## src/design/ebwe_pkg.sv

```systemverilog
// ebwe_pkg: constants and carriers of the external bus wait extension.
// assumes one 125 MHz clock; all pins are synchronous to it.
// Function
// - wait low at first edge holds the access until wait returns high.
// - wait low later, standard wait states left, still extends the access.
// - split word read, late wait stretches both strobes, first half early.
// - half-word and byte reads always stretched correctly by wait.
// - late wait on write extends select, but write strobe rises on time.
package ebwe_pkg;
  localparam int unsigned WS_W       = 3;
  localparam int unsigned ADDR_W     = 24;
  localparam logic [1:0]  SIZE_BYTE  = 2'h0;
  localparam logic [1:0]  SIZE_HALF  = 2'h1;
  localparam logic [1:0]  SIZE_WORD  = 2'h2;
  localparam logic [WS_W-1:0] WS_RST = 3'h0;

  typedef struct packed {
    logic              write;
    logic [1:0]        size;
    logic [WS_W-1:0]   wait_states;
    logic [ADDR_W-1:0] addr;
    logic [31:0]       wdata;
  } ebwe_req_t;

  typedef enum logic [3:0] {
    ST_IDLE  = 4'h1,
    ST_STD   = 4'h2,
    ST_HOLD  = 4'h4,
    ST_DONE  = 4'h8
  } ebwe_state_t;
endpackage : ebwe_pkg

```

## src/design/ebwe_top.sv

```systemverilog
// ebwe_top: one external access with standard wait states and wait input.
// assumes requests arrive only while req_ready is high; the external party
// keeps its own programming constraints on minimum wait states.
`timescale 1ns/1ps
module ebwe_top (
  // clock and reset
  input  wire logic                          clk,
  input  wire logic                          rst,
  // request side
  input  wire logic                          req_valid,
  input  wire ebwe_pkg::ebwe_req_t           req,
  output logic                               req_ready,
  output logic                               done,
  output logic [31:0]                        rdata,
  // external pins
  input  wire logic                          ext_wait_n,
  input  wire logic [15:0]                   data_in,
  output logic [15:0]                        data_out,
  output logic                               data_oe_n,
  output logic [ebwe_pkg::ADDR_W-1:0]        addr_out,
  output logic                               chip_select_n,
  output logic                               read_strobe_n,
  output logic                               write_strobe_n
);
  // =====================================================================
  // state
  // =====================================================================
  typedef struct packed {
    ebwe_pkg::ebwe_state_t      st;
    ebwe_pkg::ebwe_req_t        rq;
    logic                       second;
    logic                       late;
    logic                       ready;
    logic                       done;
    logic [31:0]                rdata;
    logic [15:0]                dout;
    logic                       oe_n;
    logic [ebwe_pkg::ADDR_W-1:0] addr;
    logic                       cs_n;
    logic                       rd_n;
    logic                       wr_n;
  } ebwe_regs_t;

  ebwe_regs_t r;
  ebwe_regs_t next_r;
  logic       ws_load;
  logic       ws_step;
  logic       ws_expired;

  function automatic logic is_split(input ebwe_pkg::ebwe_req_t q);
    is_split = !q.write && q.size == ebwe_pkg::SIZE_WORD;
  endfunction : is_split

  ebwe_wait_counter u_ws (
    .clk        (clk),
    .rst        (rst),
    .load       (ws_load),
    .load_value (next_r.rq.wait_states),
    .step       (ws_step),
    .expired    (ws_expired)
  );

  // =====================================================================
  // access sequencing
  // =====================================================================
  always_comb begin
    next_r  = r;
    ws_load = 1'b0;
    ws_step = 1'b0;
    next_r.done = 1'b0;
    unique case (r.st)
      ebwe_pkg::ST_IDLE: begin
        if (req_valid && r.ready) begin
          next_r.rq     = req;
          next_r.second = 1'b0;
          next_r.late   = 1'b0;
          next_r.ready  = 1'b0;
          next_r.addr   = req.addr;
          next_r.cs_n   = 1'b0;
          next_r.rd_n   = req.write;
          next_r.wr_n   = !req.write;
          next_r.oe_n   = !req.write;
          next_r.dout   = req.wdata[15:0];
          ws_load       = 1'b1;
          next_r.st     = ebwe_pkg::ST_STD;
        end
      end
      ebwe_pkg::ST_STD: begin
        ws_step = 1'b1;
        if (ws_expired) begin
          // early first-half sample
          // late wait seen now: first half taken after standard states only
          if (is_split(r.rq) && !r.second && !ext_wait_n) begin
            next_r.rdata[15:0] = data_in;
          end
          if (r.rq.write) begin
            next_r.wr_n = 1'b1;
          end
          if (!ext_wait_n) begin
            next_r.st = ebwe_pkg::ST_HOLD;
          end else begin
            next_r.st = ebwe_pkg::ST_DONE;
          end
        end else if (!ext_wait_n) begin
          next_r.st = ebwe_pkg::ST_HOLD;
        end
      end
      ebwe_pkg::ST_HOLD: begin
        if (r.rq.write && r.late) begin
          next_r.wr_n = 1'b1;
        end
        // back through STD so the closing cycle is the same on every path
        if (ext_wait_n) begin
          next_r.st = ebwe_pkg::ST_STD;
        end
      end
      ebwe_pkg::ST_DONE: begin
        if (is_split(r.rq) && !r.second) begin
          // first half unless already taken early
          if (!r.late) begin
            next_r.rdata[15:0] = data_in;
          end
          next_r.second = 1'b1;
          next_r.late   = 1'b0;
          next_r.addr   = r.addr + 24'h2;
          ws_load       = 1'b1;
          next_r.st     = ebwe_pkg::ST_STD;
        end else begin
          if (!r.rq.write) begin
            if (is_split(r.rq)) begin
              next_r.rdata[31:16] = data_in;
            end else if (r.rq.size == ebwe_pkg::SIZE_BYTE) begin
              next_r.rdata = {24'h000000, data_in[7:0]};
            end else begin
              next_r.rdata = {16'h0000, data_in};
            end
          end
          next_r.cs_n  = 1'b1;
          next_r.rd_n  = 1'b1;
          next_r.wr_n  = 1'b1;
          next_r.oe_n  = 1'b1;
          next_r.done  = 1'b1;
          next_r.ready = 1'b1;
          next_r.st    = ebwe_pkg::ST_IDLE;
        end
      end
      default: begin
        next_r.st    = ebwe_pkg::ST_IDLE;
        next_r.ready = 1'b1;
      end
    endcase
    // the early half is taken on the stretch, so latch the late flag here
    if (r.st == ebwe_pkg::ST_STD && !ext_wait_n && !ws_expired) begin
      next_r.late = 1'b0;
    end else if (r.st == ebwe_pkg::ST_STD && ws_expired && !ext_wait_n) begin
      next_r.late = 1'b1;
    end
  end

  always_ff @(posedge clk or posedge rst) begin
    if (rst) begin
      r        <= '0;
      r.st     <= ebwe_pkg::ST_IDLE;
      r.ready  <= 1'b1;
      r.oe_n   <= 1'b1;
      r.cs_n   <= 1'b1;
      r.rd_n   <= 1'b1;
      r.wr_n   <= 1'b1;
    end else begin
      r <= next_r;
    end
  end

  // =====================================================================
  // outputs
  // =====================================================================
  assign req_ready      = r.ready;
  assign done           = r.done;
  assign rdata          = r.rdata;
  assign data_out       = r.dout;
  assign data_oe_n      = r.oe_n;
  assign addr_out       = r.addr;
  assign chip_select_n  = r.cs_n;
  assign read_strobe_n  = r.rd_n;
  assign write_strobe_n = r.wr_n;
endmodule : ebwe_top

```

## src/design/ebwe_wait_counter.sv

```systemverilog
// ebwe_wait_counter: counts programmed standard wait states of one half.
// assumes load and step are never high together with an idle phase.
`timescale 1ns/1ps
module ebwe_wait_counter (
  // clock and reset
  input  wire logic                     clk,
  input  wire logic                     rst,
  // control
  input  wire logic                     load,
  input  wire logic [ebwe_pkg::WS_W-1:0] load_value,
  input  wire logic                     step,
  // status
  output logic                          expired
);
  logic [ebwe_pkg::WS_W-1:0] count;

  always_ff @(posedge clk or posedge rst) begin
    if (rst) begin
      count <= ebwe_pkg::WS_RST;
    end else if (load) begin
      count <= load_value;
    end else if (step && count != ebwe_pkg::WS_RST) begin
      count <= count - 3'h1;
    end
  end

  assign expired = (count == ebwe_pkg::WS_RST);
endmodule : ebwe_wait_counter

```

## config.mk

```make
export PLATFORM = sky130hd
export DESIGN_NAME = ebwe_top
export DESIGN_NICKNAME = d
export VERILOG_FILES = /design/src/design/ebwe_pkg.sv /design/src/design/ebwe_top.sv /design/src/design/ebwe_wait_counter.sv
export SDC_FILE = /design/constraint.sdc
export NUM_CORES = 1
export LEC_CHECK = 0
export BUFFER_PORTS_ARGS = -buffer_cell sky130_fd_sc_hd__buf_2
export CAP_MARGIN = 20
export CORE_UTILIZATION = 44
export CTS_BUF_LIST = sky130_fd_sc_hd__clkbuf_16
export CTS_CLUSTER_SIZE = 16
export DETAILED_ROUTE_END_ITERATION = 12
export GPL_ROUTABILITY_DRIVEN = 1
export PLACE_DENSITY = 0.79
export SKIP_LAST_GASP = 1
export SLEW_MARGIN = 10
export SYNTH_ARGS = -nofsm -noshare
export SYNTH_HDL_FRONTEND = slang
export SYNTH_SLANG_ARGS = --single-unit
```

## constraint.sdc

```tcl
create_clock -name clk -period 5.6 [get_ports clk]
set_clock_uncertainty 0.2 [all_clocks]
set_input_delay 1.12 -clock clk [delete_from_list [all_inputs] [get_ports clk]]
set_output_delay 1.12 -clock clk [all_outputs]
set_load 0.05 [all_outputs]
```

==> impl_metrics.tcl, run 1 <==
set metrics [dict create \
    status "finished clean" \
    ctsResizeCount 0 \
    dr.pass1.iters 5 \
    diodes 0 \
    cts.htree.levels 3 \
    cts_setup_buffers 0 \
    die_y_um 107.5 \
    drv_slew 0 \
    io_pins 160 \
    hold_viol_final 0 \
    peakVddDrop_mv 0.3214 \
    grt_use_total_pct 19.34 \
    wl_mm 10.92 \
    grt_max_degree 63 \
    synthDistinctLibCells 57 \
    cp-end-kind "register" \
    crit_type "input pin to register" \
    pre_cts_ws_ps 2173 \
    critPathLaunchType "input pin" \
    cts.sinks 93 \
    io_buffers 143 \
    period_needed_ps 3074 \
    setup_slack_ps 2526 \
    grt_remaining_overflow 0 \
    wl_per_cell_um 14.54 \
    drtIter0Drc 201 \
    ys_seq_area_share_pct 47.69 \
    clk_path_buf_depth 2 \
    max_slew.worst_pin.slew_ps 998.0 \
    fmax_mhz 325.3 \
    cp.required_ps 5620 \
    grt_pass1_vias 3682 \
    synth_edf_count 0 \
    yosys.area.top_type_share_pct 44.47 \
    synthCells 543 \
    hold_class "register to register" \
    hpwlAfterDp_mm 7.781 \
    netlist_area_um2 4896 \
    clk_pin_slew_worst_paths_ps 70 \
    timing.final.crit_share_pct 54.89 \
    cts_buffers 9 \
    syn_avg_cell_area_um2 9.016 \
    gp_congestion 0.8173 \
    via_count 3928 \
    setup_violations 0 \
    relSlewSlack_pct 33.47 \
    yosysWarnings 0 \
    postSynth.asyncResetShare_pct 100.0 \
    die_w_um 107.5 \
    vias_per_cell 5.230 \
    nets 691 \
    multiInputGateArea_um2 1859 \
    ys.flop_type "dfrtp_1" \
    worstPathMaxFanout 28 \
    cts_hold_buffers 0 \
    power.density_nw_per_um2 631.7 \
    drcViolationCount 0 \
    rsz0062_at_grt "false" \
    synthTopCellsByArea "dfrtp_1, buf_4, nand2_1" \
    cap_violations 0 \
    start_util_pct 45.16 \
    antenna_found_initial 0 \
    ant_nets 0 \
    grt_pass1_wl_mm 17.53 \
    synthesis.nets 628 \
    place_inst 733 \
    setup_tns_ps 0 \
    nFillCells 1012 \
    insertion_delay_ps 330 \
    drive_above_1_share_pct 30.61 \
    syn_to_final_growth_pct 12.32 \
    seqCellArea_um2 2335 \
    root_buffer "clkbuf_16" \
    core-area_um2 10840 \
    instances_no_fill 751 \
    die_area_um2 11550 \
    rows 38 \
    yosys_register_bits 93 \
    crit_arrival_ps 3090 \
    yosysTopAreaCell "dfrtp_1" \
    cts_tree "yes" \
    holdWs_ps 264.4 \
    p_leak_nw 2.739 \
]
## synth_stat cells, types with 2 or more instances
master / instances
mux2_1: 4
a31oi_1: 3
o211ai_1: 2
nor3_1: 9
o31ai_1: 2
o21ai_0: 27
ha_1: 3
or3_1: 2
and4_1: 5
and2_1: 5
nand4_1: 3
a22oi_1: 2
a21oi_1: 32
buf_2: 8
nand3_1: 27
buf_6: 3
mux2_2: 7
a21o_1: 3
and3_1: 5
clkbuf_1: 10
o2bb2a_1: 3
nor4b_4: 2
xor2_1: 2
inv_1: 10
nor4b_1: 2
dfstp_2: 6
nor2_1: 27
o21ai_1: 2
xnor2_1: 2
dfrtp_1: 87
o22ai_1: 9
buf_1: 3
buf_4: 73
nand2_1: 130
## through the flow
| stage | total power, mW | instance area (µm²) | util (%) |
|---|---|---|---|
| 3_3_place_gp | 2.790 | 5146 | 47.47 |
| 3_5_place_dp | 2.858 | 5157 | 47.58 |
| 6_report | 3.474 | 5499 | 50.73 |
| 2_1_floorplan | 2.737 | 4896 | - |
| 4_1_cts | 3.497 | 5464 | 50.40 |
| 5_1_grt | 3.678 | 5499 | 50.73 |
## worst max-delay path, cell delays in order
cell and delay [ps]:
buf_2 100, and2_1 180, nand2_1 690, nand2_2 600, a211o_1 400
## cell families after synthesis
logic type	share of synthesized area, %
xor gates and xnor gates	0.7157
buffers and inverters	14.46
adders and majority gates	0.7668
and+or+nand+nor	22.11
DFF	47.69
AOI/OAI and AO/OA	11.73
muxes	2.530
## where the power goes
part | internal (mW) | leakage, nW | switching, mW | total [mW]
Combinational | 0.430 | 1.50 | 1.24 | 1.68
Sequential | 0.947 | 1.09 | 0.225 | 1.17
Clock | 0.385 | 0.155 | 0.242 | 0.627
Total | 1.76 | 2.74 | 1.71 | 3.47
## area by class of cell
type                       count  share of cell area (%)
timing repair buffer         149                   14.27
multi-input combinational    343                   33.81
inverter                      10                  0.7053
sequential                    93                   42.46
clock inverter                 7                   1.479
clock buffer                   9                   4.096
tap                          140                   3.185
## cells in the final DEF (no fill, tap or decap), types with 3 or more instances in the layout
master / instances
a21o_1: 3
a21oi_1: 32
a31oi_1: 3
and2_1: 5
and3_1: 5
and4_1: 5
buf_2: 143
buf_4: 3
clkbuf_16: 9
clkinv_2: 3
dfrtp_1: 87
dfstp_2: 6
ha_1: 3
inv_1: 10
mux2_1: 4
mux2_2: 7
nand2_1: 130
nand3_1: 27
nand4_1: 3
nor2_1: 27
nor3_1: 9
o21ai_0: 27
o22ai_1: 9
o2bb2a_1: 3
## flip-flops by register name (all words and copies together) (netlist names)
register and count:
rdata 32, r 28, addr_out 24, u_ws.count 3
chip_select_n 1, data_oe_n 1, done 1, read_strobe_n 1
req_ready 1, write_strobe_n 1
## layer usage
| layer | share of wire [%] | global-route usage (%) |
|---|---|---|
| met1 | 41 | 24.48 |
| met2 | 50 | 33.10 |
| met3 | 7.7 | 3.753 |
| met4 | 0.98 | 6.164 |
| met5 | 0 | 0 |
## final timing paths
kind	cells past startpoint	endpoint	slack, ps	from
worst max-delay path	5	u_ws.count[1]	2530	req_valid
worst min-delay path	2	data_oe_n	260	data_oe_n
worst max register to register	5	addr_out[23]	2530	r[142]
worst min register to register	2	data_oe_n	260	data_oe_n
max in group asynchronous	4	rdata[7]	3590	rst
min in group asynchronous	2	r[86]	610	rst
Power figures use the tool's default switching activity.
==> run 2, diff against run 1 <==
--- a/config.mk
+++ b/config.mk
@@ -12,7 +12,7 @@
 export CTS_CLUSTER_SIZE = 16
 export DETAILED_ROUTE_END_ITERATION = 12
 export GPL_ROUTABILITY_DRIVEN = 1
-export PLACE_DENSITY = 0.79
+export PLACE_DENSITY = 0.82
 export SKIP_LAST_GASP = 1
 export SLEW_MARGIN = 10
 export SYNTH_ARGS = -nofsm -noshare
==> constraint.sdc (replaced) <==
create_clock -name clk -period 2.5 [get_ports clk]
set_clock_uncertainty 0.2 [all_clocks]
set_input_delay 0.5 -clock clk [delete_from_list [all_inputs] [get_ports clk]]
set_output_delay 0.5 -clock clk [all_outputs]
set_load 0.05 [all_outputs]
==> run 2 against run 1 <==
Sequential share of layout area down 0.86 points. Core utilization up 1.1 points. Clock power up 120%. Critical path depth down 1. Largest cell class unchanged. Register-to-register slack worse by 2400 ps. Flip-flop and latch count unchanged. Final area up 2.1%. Power up 130%. Non-clock buffer count up 11. Wire length up 2.0%.
==> impl_metrics.tcl, run 2 (same netlist as run 1, synthesis figures left out) <==
set metrics [dict create \
    drcViolationCount 0 \
    die_w_um 107.5 \
    hold_class "input pin to async pin" \
    io_pins 160 \
    wl_mm 11.14 \
    gp_congestion 0.8408 \
    status "finished clean" \
    instances_no_fill 762 \
    cp.required_ps 2520 \
    critPathLaunchType "register" \
    grt_remaining_overflow 0 \
    antenna_found_initial 1 \
    insertion_delay_ps 330 \
    setup_tns_ps 0 \
    start_util_pct 45.16 \
    dr.pass1.iters 5 \
    cts_tree "yes" \
    clk_path_buf_depth 2 \
    period_needed_ps 2343 \
    wl_met2_mm 5.556 \
    hpwlAfterDp_mm 8.157 \
    ant_nets 0 \
    peakVddDrop_mv 0.9485 \
    root_buffer "clkbuf_16" \
    fmax_mhz 426.7 \
    drtIter0Drc 233 \
    rsz0062_at_grt "false" \
    final_area_um2 5613 \
    r2r_slack_ps 160 \
    clk_pin_slew_worst_paths_ps 60 \
    layout_commonest_cell "buf_2" \
    final_cell_mix "buf_2, nand2_1, dfrtp_1, a21oi_1" \
    ctsResizeCount 0 \
    syn_to_final_growth_pct 14.64 \
    cp-end-kind "register" \
    cts_setup_buffers 0 \
    grt_max_degree 62 \
    vias_per_cell 5.276 \
    via_count 4020 \
    place_inst 746 \
    crit_type "register to register" \
    p_leak_nw 2.800 \
    cts.htree.levels 3 \
    crit_arrival_ps 2370 \
    grt_pass1_wl_mm 18.15 \
    power.density_nw_per_um2 1401 \
    core-area_um2 10840 \
    met1_length_mm 4.713 \
    drv_slew 0 \
    r2r_end "rdata[18]" \
    setup_violations 0 \
    dpl-instance-area_um2 5304 \
    rr_startpoint "r[145]" \
    cts_buffers 9 \
    grt_use_total_pct 19.95 \
    wl_per_cell_um 14.62 \
    max_slew.worst_pin.slew_ps 632.4 \
    timing.final.crit_share_pct 93.73 \
    topRoutingLayerUsed "met4" \
    largest_reg_flops 32 \
    crit_path_start "r[145]" \
    relSlewSlack_pct 57.56 \
    holdWs_ps 48.34 \
    cts.sinks 93 \
    drive_above_1_share_pct 31.88 \
    wl_met3_um 733 \
    rows 38 \
    cp-endpoint "rdata[18]" \
    r2r_cells 4 \
    worstPathMaxFanout 16 \
    die_area_um2 11550 \
    die_y_um 107.5 \
    hold_viol_final 0 \
    grt_pass1_vias 3823 \
    nets 702 \
    cts_hold_buffers 0 \
    cap_violations 0 \
    io_buffers 143 \
]
[run 2: cell count changes in the layout (fill, tap and decap cells not counted), sizes merged]
cell      previous run  this run
clkinv               5         2
clkinvlp             0         1
buf                149       160
inv                 10        11
diode                0         1
[run 2: worst min-delay path by stage]
stage	to	slack [ps]	depth (start not counted)
floorplan	rdata[26]	240	2
global placement	rdata[24]	250	2
detailed placement	write_strobe_n	250	2
CTS	r[138]	60	3
global route	r[138]	90	3
finish	r[138]	50	3
[run 2: worst max-delay path, stage by stage (launching register included)]
cell     delay, ps
dfrtp_1        500
or4b_1         620
or3_1          660
nand2_1        180
nand2_1         70
[run 2: per-layer routing]
layer | vias to the layer above | GRT usage, %
met5 | - | 0
met4 | 0 | 6.067
met3 | 13 | 4.903
met2 | 152 | 33.38
met1 | 1936 | 25.36
li1 | 1919 | -
[run 2: report_power, final]
part           switching [mW]  leakage [nW]  total [mW]  internal [mW]
Sequential              0.495          1.09        2.62           2.12
Combinational            2.82          1.56        3.84           1.02
Clock                   0.547         0.158        1.41          0.863
Total                    3.86          2.80        7.87           4.00
[run 2: final cells by class]
type	instances	area [µm²]
fillers	1008	5228
diodes	1	2.502
clock inverters	6	81.33
multi-input cells	343	1859
well taps	140	175.2
flip-flops and latches	93	2335
repair buffers	160	893.4
inverters	10	41.29
clock buffers	9	225.2
[run 2: stage by stage]
stage	util, %	power (mW)	setup slack [ps]
detailed placement	48.93	6.488	161.6
global placement	48.93	6.350	236.2
CTS	51.75	7.915	148.5
global route	51.78	8.323	21.86
finish	51.78	7.865	156.7
floorplan	-	6.132	332.9
